<file path="config.mk">
export PLATFORM = sky130hd
export DESIGN_NAME = i2cst_slave
export DESIGN_NICKNAME = d
export VERILOG_FILES = /design/src/rtl/i2cst_pkg.sv /design/src/rtl/i2cst_slave.sv /design/src/rtl/i2cst_sync.sv
export SDC_FILE = /design/constraint.sdc
export NUM_CORES = 1
export LEC_CHECK = 0
export ABC_AREA = 1
export BUFFER_PORTS_ARGS = -buffer_cell sky130_fd_sc_hd__buf_2
export CAP_MARGIN = 10
export CORE_MARGIN = 10
export CORE_UTILIZATION = 54
export CTS_CLUSTER_SIZE = 40
export DETAILED_ROUTE_END_ITERATION = 8
export GPL_TIMING_DRIVEN = 0
export MAX_ROUTING_LAYER = met4
export PLACE_DENSITY = 0.79
export SETUP_SLACK_MARGIN = 0.2
export SLEW_MARGIN = 20
export SYNTH_ARGS = -nofsm -noshare
export SYNTH_HDL_FRONTEND = slang
export SYNTH_SLANG_ARGS = --single-unit
export TNS_END_PERCENT = 10
</file>
<file path="constraint.sdc">
create_clock -name core_clk_i -period 1.8 [get_ports core_clk_i]
set_input_delay 0.18 -clock core_clk_i [delete_from_list [all_inputs] [get_ports core_clk_i]]
set_output_delay 0.18 -clock core_clk_i [all_outputs]
set_load 0.02 [all_outputs]
</file>
<file path="src/rtl/i2cst_pkg.sv">
// constants and types for the target-side transmit and stretch engine
package i2cst_pkg;
  typedef enum logic [2:0] {
    ST_IDLE,
    ST_RX,
    ST_ACK,
    ST_TX,
    ST_MACK
  } i2cst_state_type;

  localparam logic [4:0] ADDR10_HI = 5'h1e;
  localparam logic [3:0] CNT_BYTE = 4'h8;
  localparam logic [3:0] CNT_TX_LAST = 4'h7;
  localparam logic [3:0] CNT_RST = 4'h0;
  localparam logic [7:0] BYTE_RST = 8'h00;
  localparam logic [7:0] OWN_ADDR_RST = 8'h00;
  localparam logic CKP_RST = 1'b1;
endpackage

</file>
<file path="src/rtl/i2cst_slave.sv">
// target-side i2c read engine: address match, transmit, acknowledge, stretching
`timescale 1ns/1ps
module i2cst_slave
  import i2cst_pkg::*;
(
  // clock and reset
  input wire logic core_clk_i,
  input wire logic nrst_i,
  // serial bus, open drain
  input wire logic scl_i,
  output logic scl_o,
  output logic scl_oe_o,
  input wire logic sda_i,
  output logic sda_o,
  output logic sda_oe_o,
  // configuration
  input wire logic ten_bit_i,
  input wire logic address_hold_enable_i,
  input wire logic data_hold_enable_i,
  input wire logic stretch_enable_i,
  input wire logic slave_collision_detect_enable_i,
  input wire logic ack_value_select_i,
  // software strobes
  input wire logic buf_wr_i,
  input wire logic [7:0] buf_wdata_i,
  input wire logic buf_rd_i,
  input wire logic own_addr_wr_i,
  input wire logic [7:0] own_addr_wdata_i,
  input wire logic clock_release_set_i,
  input wire logic irq_clr_i,
  input wire logic bcl_clr_i,
  // status
  output logic [7:0] buffer_register_o,
  output logic [7:0] own_address_register_o,
  output logic read_write_flag_o,
  output logic buffer_full_flag_o,
  output logic update_address_flag_o,
  output logic ack_received_flag_o,
  output logic ack_time_flag_o,
  output logic serial_irq_flag_o,
  output logic bus_collision_flag_o,
  output logic clock_release_o
);
  i2cst_state_type state_ff;
  logic [3:0] cnt_ff;
  logic [7:0] sr_ff;
  logic [7:0] buf_ff;
  logic [7:0] own_ff;
  logic is_addr_ff, lo_ff, hi_ok_ff, held_ff, nack_ff;
  logic rw_ff, bf_ff, ua_ff, ack_received_flag_ff, ack_time_flag_ff, irq_ff, bcl_ff, ckp_ff;
  logic scl_oe_ff, sda_oe_ff, nxt_sda_oe;
  logic scl_s, sda_s, scl_q, sda_q;
  logic scl_rise, scl_fall, start_det, stop_det;
  logic hi_hit, addr_hit, byte_done, hit_now, hold_now, lo_miss;
  logic ack_bit, ack_fall, ack_ok, to_tx, mack_fall, mack_rise, coll;
  logic ua_set, irq_set, ckp_clr;

  // pins pass two flops before anything looks at them
  i2cst_sync #(.WIDTH(2)) u_sync (
    .core_clk_i(core_clk_i),
    .nrst_i(nrst_i),
    .d_i({scl_i, sda_i}),
    .q_o({scl_s, sda_s})
  );

  always_ff @(posedge core_clk_i) begin
    if (!nrst_i) begin
      scl_q <= 1'b1;
      sda_q <= 1'b1;
    end else begin
      scl_q <= scl_s;
      sda_q <= sda_s;
    end
  end

  assign scl_rise = scl_s & ~scl_q;
  assign scl_fall = ~scl_s & scl_q;
  assign start_det = scl_s & scl_q & sda_q & ~sda_s;
  assign stop_det = scl_s & scl_q & ~sda_q & sda_s;

  // address compare
  always_comb begin
    hi_hit = (sr_ff[7:3] == ADDR10_HI) && (sr_ff[2:1] == own_ff[2:1]);
    if (!ten_bit_i) begin
      addr_hit = sr_ff[7:1] == own_ff[7:1];
    end else if (lo_ff) begin
      addr_hit = sr_ff == own_ff;
    end else begin
      // a high read is only valid after a full write match
      addr_hit = hi_hit && (!sr_ff[0] || hi_ok_ff);
    end
  end

  assign byte_done = (state_ff == ST_RX) && scl_fall && (cnt_ff == CNT_BYTE);
  assign hit_now = byte_done && (!is_addr_ff || addr_hit);
  assign hold_now = is_addr_ff ? address_hold_enable_i : data_hold_enable_i;
  assign lo_miss = byte_done && is_addr_ff && ten_bit_i && lo_ff && !addr_hit;
  assign ack_bit = held_ff ? ack_value_select_i : nack_ff;
  assign ack_fall = (state_ff == ST_ACK) && scl_fall;
  assign ack_ok = ack_fall && !ack_bit;
  assign to_tx = ack_ok && is_addr_ff && rw_ff;
  assign mack_fall = (state_ff == ST_MACK) && scl_fall;
  assign mack_rise = (state_ff == ST_MACK) && scl_rise;
  // a released one read back as low means someone else drives
  assign coll = (state_ff == ST_TX) && scl_rise && !sda_oe_ff && !sda_s
    && slave_collision_detect_enable_i;

  assign ua_set = (ack_ok && is_addr_ff && ten_bit_i && !rw_ff) || lo_miss;
  assign irq_set = (hit_now && hold_now) || ack_ok || mack_fall || lo_miss;
  // address bytes in 10-bit mode stretch through the update flag instead
  assign ckp_clr = (hit_now && hold_now)
    || to_tx
    || (mack_fall && !ack_received_flag_ff)
    || (ack_ok && !to_tx && stretch_enable_i && !(is_addr_ff && ten_bit_i));

  // sequencer
  always_ff @(posedge core_clk_i) begin
    if (!nrst_i) begin
      state_ff <= ST_IDLE;
      cnt_ff <= CNT_RST;
      sr_ff <= BYTE_RST;
      is_addr_ff <= 1'b0;
      lo_ff <= 1'b0;
      hi_ok_ff <= 1'b0;
      held_ff <= 1'b0;
      nack_ff <= 1'b0;
    end else if (stop_det) begin
      state_ff <= ST_IDLE;
      hi_ok_ff <= 1'b0;
    end else if (start_det) begin
      state_ff <= ST_RX;
      cnt_ff <= CNT_RST;
      is_addr_ff <= 1'b1;
      lo_ff <= 1'b0;
    end else if (buf_wr_i) begin
      sr_ff <= buf_wdata_i;
    end else begin
      case (state_ff)
        ST_RX: begin
          if (scl_rise && cnt_ff != CNT_BYTE) begin
            sr_ff <= {sr_ff[6:0], sda_s};
            cnt_ff <= cnt_ff + 4'h1;
          end else if (byte_done) begin
            if (!hit_now) begin
              state_ff <= ST_IDLE;
            end else begin
              state_ff <= ST_ACK;
              held_ff <= hold_now;
              // a full buffer refuses a data byte
              nack_ff <= !is_addr_ff && bf_ff;
            end
          end
        end
        ST_ACK: begin
          if (ack_fall) begin
            cnt_ff <= CNT_RST;
            if (ack_bit) begin
              state_ff <= ST_IDLE;
            end else if (to_tx) begin
              state_ff <= ST_TX;
            end else if (is_addr_ff && ten_bit_i && !lo_ff) begin
              state_ff <= ST_RX;
              lo_ff <= 1'b1;
            end else begin
              state_ff <= ST_RX;
              hi_ok_ff <= hi_ok_ff | (is_addr_ff && ten_bit_i);
              is_addr_ff <= 1'b0;
            end
          end
        end
        ST_TX: begin
          if (coll) begin
            state_ff <= ST_IDLE;
          end else if (scl_fall) begin
            if (cnt_ff == CNT_TX_LAST) begin
              state_ff <= ST_MACK;
            end else begin
              sr_ff <= {sr_ff[6:0], 1'b0};
              cnt_ff <= cnt_ff + 4'h1;
            end
          end
        end
        ST_MACK: begin
          if (mack_fall) begin
            cnt_ff <= CNT_RST;
            state_ff <= ack_received_flag_ff ? ST_IDLE : ST_TX;
          end
        end
        default: begin
          state_ff <= ST_IDLE;
        end
      endcase
    end
  end

  // sda drive: only moves while scl is low
  always_comb begin
    case (state_ff)
      ST_ACK: nxt_sda_oe = held_ff ? (ckp_ff && !ack_value_select_i) : !nack_ff;
      ST_TX: nxt_sda_oe = !sr_ff[7];
      default: nxt_sda_oe = 1'b0;
    endcase
  end

  // pin drivers
  always_ff @(posedge core_clk_i) begin
    if (!nrst_i) begin
      scl_oe_ff <= 1'b0;
      sda_oe_ff <= 1'b0;
    end else begin
      // grab scl only after it is seen low so the high time is never cut
      scl_oe_ff <= (!ckp_ff || ua_ff) && (!scl_s || scl_oe_ff);
      sda_oe_ff <= nxt_sda_oe;
    end
  end

  // clock release: a hardware clear beats a simultaneous software set
  always_ff @(posedge core_clk_i) begin
    if (!nrst_i) begin
      ckp_ff <= CKP_RST;
    end else if (ckp_clr) begin
      ckp_ff <= 1'b0;
    end else if (clock_release_set_i) begin
      ckp_ff <= 1'b1;
    end
  end

  // event flags: set wins over clear
  always_ff @(posedge core_clk_i) begin
    if (!nrst_i) begin
      irq_ff <= 1'b0;
      bcl_ff <= 1'b0;
      ua_ff <= 1'b0;
      ack_time_flag_ff <= 1'b0;
    end else begin
      if (irq_set) begin
        irq_ff <= 1'b1;
      end else if (irq_clr_i) begin
        irq_ff <= 1'b0;
      end
      if (coll) begin
        bcl_ff <= 1'b1;
      end else if (bcl_clr_i) begin
        bcl_ff <= 1'b0;
      end
      if (ua_set) begin
        ua_ff <= 1'b1;
      end else if (own_addr_wr_i) begin
        ua_ff <= 1'b0;
      end
      if (hit_now && hold_now) begin
        ack_time_flag_ff <= 1'b1;
      end else if (ack_fall || start_det) begin
        ack_time_flag_ff <= 1'b0;
      end
    end
  end

  // data and status registers
  always_ff @(posedge core_clk_i) begin
    if (!nrst_i) begin
      buf_ff <= BYTE_RST;
      bf_ff <= 1'b0;
      rw_ff <= 1'b0;
      ack_received_flag_ff <= 1'b0;
      own_ff <= OWN_ADDR_RST;
    end else begin
      if (hit_now) begin
        buf_ff <= sr_ff;
        bf_ff <= 1'b1;
      end else if (buf_wr_i) begin
        buf_ff <= buf_wdata_i;
        bf_ff <= 1'b1;
      end else if (mack_rise || buf_rd_i) begin
        bf_ff <= 1'b0;
      end
      if (hit_now && is_addr_ff && !lo_ff) begin
        rw_ff <= sr_ff[0];
      end
      if (mack_rise) begin
        ack_received_flag_ff <= sda_s;
      end
      if (own_addr_wr_i) begin
        own_ff <= own_addr_wdata_i;
      end
    end
  end

  assign scl_o = 1'b0;
  assign sda_o = 1'b0;
  assign scl_oe_o = scl_oe_ff;
  assign sda_oe_o = sda_oe_ff;
  assign buffer_register_o = buf_ff;
  assign own_address_register_o = own_ff;
  assign read_write_flag_o = rw_ff;
  assign buffer_full_flag_o = bf_ff;
  assign update_address_flag_o = ua_ff;
  assign ack_received_flag_o = ack_received_flag_ff;
  assign ack_time_flag_o = ack_time_flag_ff;
  assign serial_irq_flag_o = irq_ff;
  assign bus_collision_flag_o = bcl_ff;
  assign clock_release_o = ckp_ff;
endmodule

</file>
<file path="src/rtl/i2cst_sync.sv">
// two-flop synchroniser for bus pins
`timescale 1ns/1ps
module i2cst_sync #(
  parameter int WIDTH = 2
) (
  // clock and reset
  input wire logic core_clk_i,
  input wire logic nrst_i,
  // asynchronous in, synchronised out
  input wire logic [WIDTH-1:0] d_i,
  output logic [WIDTH-1:0] q_o
);
  logic [WIDTH-1:0] meta_ff;
  logic [WIDTH-1:0] sync_ff;

  // idle bus is high, so reset to ones to avoid a false start
  always_ff @(posedge core_clk_i) begin
    if (!nrst_i) begin
      meta_ff <= '1;
      sync_ff <= '1;
    end else begin
      meta_ff <= d_i;
      sync_ff <= meta_ff;
    end
  end

  assign q_o = sync_ff;
endmodule

</file>
==> run metrics <==
Die ar.=around 8400 µm²; Hold Crit Class=primary input to flip-flop; Worst Path Max Fanout=8; Pleak=between 1.5 and 2 nW; Post-Route Utilization=between 70% and 80%; largest area contributor in the netlist=dfxtp_1; Top FF cell, synth=dfxtp_1; post-synthesis simple-gate area fraction=between 30% and 40%; gr usage total=about a fifth; I/O pins=60; via count of the first global-routing pass=just under 3k; Final min period=1.662 ns; EDFF count, synth=0; CP endpoint kind=flip-flop; drt first pass iters=5; mux contribution to synthesized area=0%; H-tree Lvls=2; Reg-to-Reg Start=cnt_ff[1]; status=completed; worst setup path category=flip-flop to flip-flop; Starting Density=between 50 and 60%; Hold Path Origin=sda_i; CTS sink cnt=52; final number of setup-violating endpoints=0; Core Region=about 5000 µm²; Adder-Cell Fraction of Synth Area=0.8981%; Tcrit/Tclk final=92.35%; Async SR Flop Fraction=0%; met1 GRT Util=between 20% and 30%; area of the multi-input gates=approximately 1600 µm²; most numerous cell in the Yosys netlist=nand2_1; #FFs+latches synth=52; hold path depth=2; crit path cell chain=inv_2, ha_4, nand3_4, nand3_4, nor2_4, nor2_4, a21oi_4, nand2_4, buf_8, o21ai_2, a21oi_2; Hold Path Sink=u_sync.meta_ff[0]; Stages on worst setup path=11; DRC=0; CTS tree=done; total grt overflow=0; drt total wl=between 8000 and 9000 µm; cts bufs inserted=5; Clock transition at path regs=about 0.10 ns; R2R cell count=11; Mapped Avg Cell Area=between 6 and 7 µm²; Routed Antenna Nets=0; diodes inserted=0; Design Area, Final=3537 µm²; gpl congestion=just under 1; Total Nets Final=a little over 500; Fin. Hold Viols=0; slowest stage delay, CP=0.36 ns; relative slew slack=slightly above 60%; fraction of the yosys area taken by sequential cells=a little under two fifths; Routed wire per std cell=15.31 µm; PwrDens=around 780 nW/µm²; Critical Path RT=2.00 ns; Worst R2R End=sr_ff[2]; share of cells above drive strength 1=32.57%; M3 GR Usage=4.238%; Synth top area share=37.36%; fillcell total=roughly 450; reg-to-reg setup timing slack=around 0.14 ns; startpoint types=flip-flop; first-pass GRT wire length=about 13000 µm; top post-synthesis cells by area=dfxtp_1, nand2_1, a21oi_1; DIE WIDTH=about 90 µm; placed cell area=3158 µm²; Rows=26; clock skew=about 0.011 ns; pins over their slew limit=0; Crit path buffers/inverters=2; Critical-path top delay cell=dfxtp_2; # port buffers=56; Reg area=~1100 µm²; DP HPWL=6235 µm; Crit path max-delay family=simple AND/OR/NAND/NOR gates; Netlist cell types=42; peak supply drop=0.5372 mV; maximum root-to-sink buffer count=2; RSZ-0062 raised after global routing=yes; Post-Synthesis Cells=between 400 and 500; Compound-Gate Fraction of Synth Area=roughly 18%; post-synthesis cell area=2786 µm²; layer with the highest usage=met2; Via density=around 5.4; pin count of the biggest net entering global routing=16; largest family of logic cells by synthesized area=simple AND/OR/NAND/NOR gates; Max Cap Viol=0; 1st-iter DRT viols=between 150 and 200; area grow syn2layout=26.94%; grt met2 use=between 30% and 40%; number of warnings issued by yosys=0; Clock Latency Late Sink=0.31 ns; most frequent cells after synthesis=nand2_1, dfxtp_1, inv_1, a21oi_1, nor2_1; Fmax=601.6 MHz; via count=2983; Die H=91.84 µm; Critical Path AT=1.87 ns; Clock Tree Root=clkbuf_8; initial antenna violation count=0; Least-Margin Pin Slew=between 0.5 and 0.6 ns; XOR/XNOR Fraction of Synth Area=about 1.3%
[worst max-delay path by stage]
stage           startpoint                    to  slack (ns)
2_1_floorplan    cnt_ff[0]              sr_ff[1]        0.24
3_5_place_dp     cnt_ff[0]              sr_ff[1]       -0.02
6_report         cnt_ff[1]              sr_ff[2]        0.14
4_1_cts        state_ff[1]             cnt_ff[2]        0.13
5_1_grt           sr_ff[4]  buffer_register_o[7]        0.02
3_3_place_gp     cnt_ff[0]       clock_release_o        0.02
[what timing repair did]
action,in CTS,in global routing
hold endpoints to repair,0,0
resized for setup,24,35
hold buffers,0,0
pin swaps,9,6
buffers inserted,6,0
setup endpoints to repair,32,34
cloned,3,0
[state kept, by name (all words and copies together) (netlist names), 2 cells and up]
register / cells
buffer_register_o: 8
own_address_register_o: 8
sr_ff: 8
cnt_ff: 4
state_ff: 3
u_sync.meta_ff: 2
u_sync.q_o: 2
[through the flow]
stage	hold WS (ns)	setup slack (ns)	setup TNS, ns	power (W)	cells
2_1_floorplan	0.2866	0.2385	0	0.001675	406
4_1_cts	0.05517	0.1306	0	0.002690	549
6_report	0.05244	0.1378	0	0.002744	549
5_1_grt	0.04605	0.01517	0	0.002857	549
3_3_place_gp	0.3660	0.02141	0	0.001824	532
3_5_place_dp	0.3744	-0.02027	-0.03041	0.001835	532
[area by class of cell]
cell class | instances | share of cell area [%]
multi-input combinational | 283 | 45.38
clock inverter | 2 | 0.9904
sequential | 52 | 29.75
inverter | 55 | 5.907
timing repair buffer | 65 | 10.33
clock buffer | 6 | 2.052
tap | 70 | 2.476
buffer | 16 | 3.113
[cell usage in the layout, fill, tap and decap left out, types with 3 or more instances in the layout]
cell type	n
a21oi_1	35
a21oi_2	7
buf_2	57
buf_4	9
buf_6	4
clkbuf_1	8
clkbuf_8	5
dfxtp_1	45
dfxtp_2	6
inv_1	37
inv_2	16
nand2_1	75
nand2_2	7
nand2_4	3
nand3_1	26
nand3_2	4
nand3_4	4
nand4_1	8
nor2_1	34
nor2_2	4
nor2_4	5
nor3_1	4
o21ai_0	28
o21ai_1	6
o21ai_2	5
or2_2	4
xnor2_1	3
[per-layer routing]
layer | wire [µm] | part of all wire [%] | vias to the layer above
met5 | 0 | 0 | -
met4 | 226 | 2.7 | 0
met3 | 604 | 7.2 | 22
met2 | 4228 | 50 | 117
met1 | 3345 | 40 | 1381
li1 | - | - | 1463
[kinds of logic (layout without fill, tap and decap cells)]
kind of cell	Yosys count	count (layout)
other	1	2
DFF	52	52
xor gates and xnor gates	4	4
and+or+nand+nor	186	186
adders and majority gates	2	2
AOI/OAI and AO/OA	89	89
buffers and inverters	71	144
[report_power, final]
| part | leakage [nW] | internal [W] | switching (W) |
|---|---|---|---|
| Combinational | 1.11 | 0.000248 | 0.000401 |
| Clock | 0.0552 | 0.000413 | 0.000394 |
| Sequential | 0.430 | 0.00122 | 0.0000640 |
| Total | 1.59 | 0.00188 | 0.000859 |
Note: power is estimated with default switching activity, not from simulation.
